$ cat src/nvsrc_pkg.sv
// Purpose: Shared constants for the store/recall controller
// Assumes: Core clock of 20 MHz
// Notes:   Times are kept in their own unit, cycle counts derived here
package nvsrc_pkg;

    localparam int unsigned CLK_PERIOD_NS       = 50;
    // Store duration upper bound, in microseconds
    localparam int unsigned STORE_DURATION_US   = 5000;
    // Longest time rounds down to whole cycles
    localparam int unsigned STORE_DURATION_CYC  =
        (STORE_DURATION_US * 1000) / CLK_PERIOD_NS;
    // Shortest store request pulse, in nanoseconds
    localparam int unsigned STORE_PULSE_MIN_NS  = 200;
    // Least time rounds up
    localparam int unsigned STORE_PULSE_MIN_CYC =
        (STORE_PULSE_MIN_NS + CLK_PERIOD_NS - 1) / CLK_PERIOD_NS;
    // Recall cycle time, in nanoseconds
    localparam int unsigned RECALL_TIME_NS      = 2000;
    localparam int unsigned RECALL_CYC          =
        (RECALL_TIME_NS + CLK_PERIOD_NS - 1) / CLK_PERIOD_NS;
    localparam int          CNT_W               = 17;

    // Decoded serial command codes, low three instruction bits
    localparam logic [2:0]  OP_WRITE_LATCH_CLR  = 3'h0;
    localparam logic [2:0]  OP_STORE            = 3'h1;
    localparam logic [2:0]  OP_WRITE_LATCH_SET  = 3'h4;
    localparam logic [2:0]  OP_RECALL           = 3'h5;

    localparam logic        LATCH_RESET_VAL     = 1'b0;

    typedef enum logic [2:0] {
        NVSRC_IDLE   = 3'b001,
        NVSRC_STORE  = 3'b010,
        NVSRC_RECALL = 3'b100
    } nvsrc_state_t;

endpackage : nvsrc_pkg

$ cat src/nvsrc_ctrl.sv
// Purpose: Store/recall sequencing between serial RAM and shadow array
// Assumes: Commands arrive decoded as one-cycle pulses from the serial
//          front end; request pins are asynchronous, active low
// Notes:   Contract
`timescale 1ns/1ps

module nvsrc_ctrl
    import nvsrc_pkg::*;
#(
    parameter int unsigned STORE_CYC = STORE_DURATION_CYC
) (
    input  wire logic       core_clk_i,
    input  wire logic       rst_n_i,
    input  wire logic       clk_en_i,
    input  wire logic       chip_sel_i,
    input  wire logic       store_req_n_i,
    input  wire logic       recall_req_n_i,
    input  wire logic       no_instruction_active_i,
    input  wire logic       cmd_valid_i,
    input  wire logic [2:0] cmd_op_i,
    output logic            store_busy_o,
    output logic            recall_busy_o,
    output logic            write_latch_o,
    output logic            recall_done_o,
    output logic            xfer_start_o
);
    import nvsrc_pkg::*;

    // ------------------------------------------------------------
    // Pin synchronisers
    // ------------------------------------------------------------
    logic [1:0] st_sync_reg, st_sync_next;
    logic [1:0] rc_sync_reg, rc_sync_next;
    logic [1:0] cs_sync_reg, cs_sync_next;

    // Two flops per pin; only bit 1 is read by logic
    always_comb begin
        st_sync_next = {st_sync_reg[0], store_req_n_i};
        rc_sync_next = {rc_sync_reg[0], recall_req_n_i};
        cs_sync_next = {cs_sync_reg[0], chip_sel_i};
    end

    // Pins idle high; chip select idles deselected
    always_ff @(posedge core_clk_i or negedge rst_n_i) begin
        if (!rst_n_i) begin
            st_sync_reg <= 2'h3;
            rc_sync_reg <= 2'h3;
            cs_sync_reg <= 2'h0;
        end else if (clk_en_i) begin
            st_sync_reg <= st_sync_next;
            rc_sync_reg <= rc_sync_next;
            cs_sync_reg <= cs_sync_next;
        end
    end

    logic st_low, rc_low, cs_on;
    assign st_low = ~st_sync_reg[1];
    assign rc_low = ~rc_sync_reg[1];
    assign cs_on  = cs_sync_reg[1];

    // ------------------------------------------------------------
    // Request decode
    // ------------------------------------------------------------
    logic armed_reg, armed_next;  // store pin seen high since last store
    logic [CNT_W-1:0] pulse_reg, pulse_next;
    logic hw_ok, sw_store, sw_recall, hw_recall, hw_store, latches_ok;

    always_comb begin
        hw_ok      = no_instruction_active_i;
        latches_ok = write_latch_o & recall_done_o;
        sw_store   = cmd_valid_i && cmd_op_i == OP_STORE
                     && !st_low && !rc_low;
        sw_recall  = cmd_valid_i && cmd_op_i == OP_RECALL
                     && !st_low && !rc_low;
        hw_recall  = hw_ok && rc_low;
        // Short glitches are filtered by the minimum pulse count
        hw_store   = hw_ok && st_low && !rc_low && cs_on
                     && armed_reg
                     && pulse_reg >= CNT_W'(STORE_PULSE_MIN_CYC - 1);
    end

    // ------------------------------------------------------------
    // Sequencer and latches
    // ------------------------------------------------------------
    nvsrc_state_t     state_reg, state_next;
    logic [CNT_W-1:0] cnt_reg, cnt_next;
    logic             wl_next, rd_next, start_next;

    always_comb begin
        state_next = state_reg;
        cnt_next   = cnt_reg;
        wl_next    = write_latch_o;
        rd_next    = recall_done_o;
        start_next = 1'b0;
        armed_next = armed_reg | ~st_low;
        pulse_next = st_low ? pulse_reg + CNT_W'(1) : '0;
        case (state_reg)
            NVSRC_IDLE: begin
                if (hw_recall || sw_recall) begin
                    // Recall has priority; latch state is irrelevant
                    state_next = NVSRC_RECALL;
                    cnt_next   = CNT_W'(RECALL_CYC - 1);
                    rd_next    = 1'b1;
                    start_next = 1'b1;
                end else if ((hw_store || sw_store) && latches_ok) begin
                    state_next = NVSRC_STORE;
                    cnt_next   = CNT_W'(STORE_CYC - 1);
                    armed_next = 1'b0;
                    start_next = 1'b1;
                end else if (cmd_valid_i) begin
                    if (cmd_op_i == OP_WRITE_LATCH_SET)
                        wl_next = 1'b1;
                    else if (cmd_op_i == OP_WRITE_LATCH_CLR)
                        wl_next = 1'b0;
                end
            end
            NVSRC_STORE: begin
                // Every request and command is dropped here
                armed_next = 1'b0;
                if (cnt_reg == '0) begin
                    state_next = NVSRC_IDLE;
                    wl_next    = 1'b0;
                end else begin
                    cnt_next = cnt_reg - CNT_W'(1);
                end
            end
            NVSRC_RECALL: begin
                if (cnt_reg == '0)
                    state_next = NVSRC_IDLE;
                else
                    cnt_next = cnt_reg - CNT_W'(1);
            end
            default: state_next = NVSRC_IDLE;
        endcase
    end

    // Latches clear on reset, never set by the power-up recall
    always_ff @(posedge core_clk_i or negedge rst_n_i) begin
        if (!rst_n_i) begin
            state_reg     <= NVSRC_IDLE;
            cnt_reg       <= '0;
            pulse_reg     <= '0;
            armed_reg     <= 1'b0;
            write_latch_o <= LATCH_RESET_VAL;
            recall_done_o <= LATCH_RESET_VAL;
            xfer_start_o  <= 1'b0;
        end else if (clk_en_i) begin
            state_reg     <= state_next;
            cnt_reg       <= cnt_next;
            pulse_reg     <= pulse_next;
            armed_reg     <= armed_next;
            write_latch_o <= wl_next;
            recall_done_o <= rd_next;
            xfer_start_o  <= start_next;
        end
    end

    // Busy flags registered alongside the state
    always_ff @(posedge core_clk_i or negedge rst_n_i) begin
        if (!rst_n_i) begin
            store_busy_o  <= 1'b0;
            recall_busy_o <= 1'b0;
        end else if (clk_en_i) begin
            store_busy_o  <= state_next == NVSRC_STORE;
            recall_busy_o <= state_next == NVSRC_RECALL;
        end
    end

    // ------------------------------------------------------------
    // Assertions
    // ------------------------------------------------------------
    property p_store_ends;
        @(posedge core_clk_i) disable iff (!rst_n_i)
        (store_busy_o && cnt_reg == '0 && clk_en_i) |=> !store_busy_o;
    endproperty
    a_store_ends: assert property (p_store_ends)
        else $error("store did not end at count zero");

    property p_no_store_unsel;
        @(posedge core_clk_i) disable iff (!rst_n_i)
        ($rose(store_busy_o) && !$past(sw_store))
            |-> $past(cs_on && !rc_low && st_low);
    endproperty
    a_no_store_unsel: assert property (p_no_store_unsel)
        else $error("hardware store started while blocked");

    property p_hw_recall;
        @(posedge core_clk_i) disable iff (!rst_n_i)
        (state_reg == NVSRC_IDLE && hw_recall && clk_en_i)
            |=> recall_busy_o && recall_done_o;
    endproperty
    a_hw_recall: assert property (p_hw_recall)
        else $error("hardware recall not taken");

    property p_sw_recall;
        @(posedge core_clk_i) disable iff (!rst_n_i)
        (state_reg == NVSRC_IDLE && sw_recall && clk_en_i)
            |=> recall_busy_o;
    endproperty
    a_sw_recall: assert property (p_sw_recall)
        else $error("software recall not taken");

    property p_store_needs_latches;
        @(posedge core_clk_i) disable iff (!rst_n_i)
        $rose(store_busy_o) |-> $past(write_latch_o && recall_done_o);
    endproperty
    a_store_needs_latches: assert property (p_store_needs_latches)
        else $error("store started without both latches");

    property p_wl_cleared;
        @(posedge core_clk_i) disable iff (!rst_n_i)
        $fell(store_busy_o) |-> !write_latch_o;
    endproperty
    a_wl_cleared: assert property (p_wl_cleared)
        else $error("write latch still set after store");

    property p_store_blocks;
        @(posedge core_clk_i) disable iff (!rst_n_i)
        store_busy_o |=> !recall_busy_o && !$rose(write_latch_o);
    endproperty
    a_store_blocks: assert property (p_store_blocks)
        else $error("activity during store");

    property p_both_low;
        @(posedge core_clk_i) disable iff (!rst_n_i)
        $rose(store_busy_o) |-> $past(!rc_low);
    endproperty
    a_both_low: assert property (p_both_low)
        else $error("store with recall pin low");

    property p_wl_set;
        @(posedge core_clk_i) disable iff (!rst_n_i)
        (state_reg == NVSRC_IDLE && clk_en_i && cmd_valid_i
         && cmd_op_i == OP_WRITE_LATCH_SET && !hw_recall)
            |=> write_latch_o;
    endproperty
    a_wl_set: assert property (p_wl_set)
        else $error("write latch not set by command");

    c_store:  cover property (@(posedge core_clk_i) $fell(store_busy_o));
    c_recall: cover property (@(posedge core_clk_i) $rose(recall_busy_o));
    c_wl:     cover property (@(posedge core_clk_i) $rose(write_latch_o));

endmodule // nvsrc_ctrl

$ cat config.mk
export PLATFORM = sky130hd
export DESIGN_NAME = nvsrc_ctrl
export DESIGN_NICKNAME = d
export VERILOG_FILES = /design/src/nvsrc_pkg.sv /design/src/nvsrc_ctrl.sv
export SDC_FILE = /design/constraint.sdc
export NUM_CORES = 1
export LEC_CHECK = 0
export ABC_CLOCK_PERIOD_IN_PS = 3000
export BUFFER_PORTS_ARGS = -buffer_cell sky130_fd_sc_hd__buf_2
export CAP_MARGIN = 20
export CORE_ASPECT_RATIO = 1.5
export CORE_MARGIN = 1.5
export CORE_UTILIZATION = 47
export CTS_CLUSTER_SIZE = 14
export DETAILED_ROUTE_END_ITERATION = 8
export PLACE_DENSITY = 0.73
export SLEW_MARGIN = 10
export SYNTH_ARGS = -nofsm -noshare
export SYNTH_HDL_FRONTEND = slang
export SYNTH_SLANG_ARGS = --single-unit
$ cat constraint.sdc
create_clock -name core_clk_i -period 3 [get_ports core_clk_i]
set_clock_uncertainty 0.1 [all_clocks]
set_input_delay 0.3 -clock core_clk_i [delete_from_list [all_inputs] [get_ports core_clk_i]]
set_output_delay 0.3 -clock core_clk_i [all_outputs]
set_load 0.01 [all_outputs]
==> reports/metrics.cfg <==
[status]
status = finished clean

[sta]
min_period_ps = 2499
worstMarginPinSlew_ps = 763.1
final_hold_viol_count = 0
rsz0062_at_grt = false
setup_viol = 0
max_freq_mhz = 400.1
drv_slew = 0
period_share_pct = 83.31
slew_headroom_pct = 48.94
tns_ps = 0

[placement]
gp_congestion = 0.9168
io_buffers = 15
dp_hpwl_um = 4308

[clock_tree]
clk_pin_slew_ps = 100
cts_inserted_buffers = 5
cts-root-buf = clkbuf_8
cts.sinks = 49
htreeDepth = 2
clock_path_buffers = 2
cts.repair.resized = 0
cts_tree = yes
hold_buffers = 0
postCtsSetupBuffers = 0
clock_latency_ps = 310

[route]
via_per_inst = 5.890
first_iter_violations = 136
wl_per_cell_um = 16.47
wl_um = 6126
drc = 0
vias = 2191
drtAntennaViolNets = 0
drt_pass1_iterations = 4

[logic_synthesis]
synthCells = 285
avgSynthCellArea_um2 = 9.509
syn_nets = 298
ys_ff_latch = 49
yosysUniqueCellTypes = 60
yosys_warnings = 0
async_flop_share_pct = 100.0
synthFlopType = dfrtp_1
ys_seq_area_share_pct = 45.48
synth-edff-count = 0
synth_area_um2 = 2710

[setup_path]
required_ps = 3080
r2r-start = cnt_reg[0]
worst-r2r-cell-count = 8
cp.arrival_ps = 2580
path_cells = inv_1, ha_1, or3b_1, nor3_2, nand4_2, and2_1, nand2_2, o21ai_0
worst_path_max_delay_cell = or3b_1
path_buf_inv = 1
critPathCaptureType = flip-flop
slowest_delay_ps = 430
worstSetupStartpointType = flip-flop
crit_type = flip-flop to flip-flop
r2r-end = cnt_reg[5]
crit_family = simple AND/OR/NAND/NOR gates
ff2ff_setup_slack_ps = 500
worstPathMaxFanout = 10

[global_routing]
grt-ovfl-total = 0
grt_pass1_vias = 2152
antenna_found_initial = 0
grt_max_degree = 49
grt.total_usage_pct = 21.04
grt_pass1_wl_um = 10130

[final_layout]
fill_cells = 510
layout_commonest_cell = dfrtp_1
final_cell_mix = dfrtp_1, nor2_1, a21oi_1, nand2_1, o21ai_0
postLayoutCoreUtil_pct = 54.34
final_nets = 314
drive_gt1_share_pct = 19.54
area_growth_pct = 10.94
diodes = 0

[worst_hold_path]
hold_start = store_req_n_i
holdPathStages = 2
hold_path.class = primary input to flip-flop
min_to = st_sync_reg[0]

[floorplanning]
die_area_um2 = 6240
fp.dieW_um = 65
initial_core_util_pct = 48.98
core-area_um2 = 5533
ios = 16
die_h_um = 96
rows = 33

[pwr]
power_density_nw_per_um2 = 695.4
finalPower_mw = 2.091
p_leak_nw = 1.245
ir_worst_vdd_mv = 0.3524

[run]
maxCapViolCount = 0

==> where the power goes <==
part	switching [mW]	total [mW]	leakage [nW]	internal, mW
logic	0.330	0.564	0.572	0.233
clock network	0.236	0.572	0.0687	0.336
registers	0.156	0.955	0.604	0.798
==> synth_stat cells (8+ instances only) <==
master    n  area [um2]
a21oi_1  20       100.1
dfrtp_1  44        1101
or3_1     9       56.30
o21ai_0  16       80.08
nand3_1  13       65.06
a31oi_1   8       50.05
nor2_1   32       120.1
mux2_2   10       112.6
xor2_1    9       78.83
nand2_1  16       60.06
==> cell type report <==
type | count | area [um2] | share of cell area (%)
multi-input combinational | 218 | 1399 | 46.53
sequential | 49 | 1232 | 40.99
timing repair buffer | 19 | 120.1 | 3.995
tap | 70 | 87.58 | 2.913
clock buffer | 5 | 68.82 | 2.289
clock inverter | 3 | 68.82 | 2.289
inverter | 8 | 30.03 | 0.9988
==> metal layers <==
layer  wire length (um)  track usage, %  share of wire (%)  vias to the layer above
met1               2573           23.97                 42                     1062
met4                138           9.043                2.3                        0
met2               3247           38.57                 53                       40
li1                   -               -                  -                     1078
met5                  0               0                  0                        -
met3                166           3.275                2.7                       11
==> metrics by stage <==
stage | hold WS (ps) | area [um2] | instances | setup slack, ps
6_report | 115.6 | 3007 | 372 | 500.6
5_1_grt | 108.7 | 3007 | 372 | 310.0
4_1_cts | 103.4 | 2977 | 370 | 524.9
3_5_place_dp | 386.3 | 2839 | 362 | 542.7
3_3_place_gp | 378.2 | 2839 | 362 | 550.5
2_1_floorplan | -95.59 | 2710 | 285 | 795.8
==> kinds of logic (layout without fill, tap and decap cells) <==
kind of cell    after synthesis  after routing  synth area share [%]
compound gates               71             71                 17.50
xor+xnor                     11             11                 3.555
fa+ha+maj                     2              2                0.9232
buf+inv                      18             35                 2.908
flops                        49             49                 45.48
mux                          11             11                 4.525
simple gates                123            123                 25.12
==> worst max path at each step <==
stage	from	to	slack (ps)	depth (start not counted)
global route	cnt_reg[0]	cnt_reg[5]	310	8
finish	cnt_reg[0]	cnt_reg[5]	500	8
floorplan	cnt_reg[0]	cnt_reg[10]	800	9
CTS	cnt_reg[0]	cnt_reg[5]	520	8
global placement	cnt_reg[0]	cnt_reg[5]	550	8
detailed placement	cnt_reg[0]	cnt_reg[5]	540	8
(Power assumes the default switching activity.)
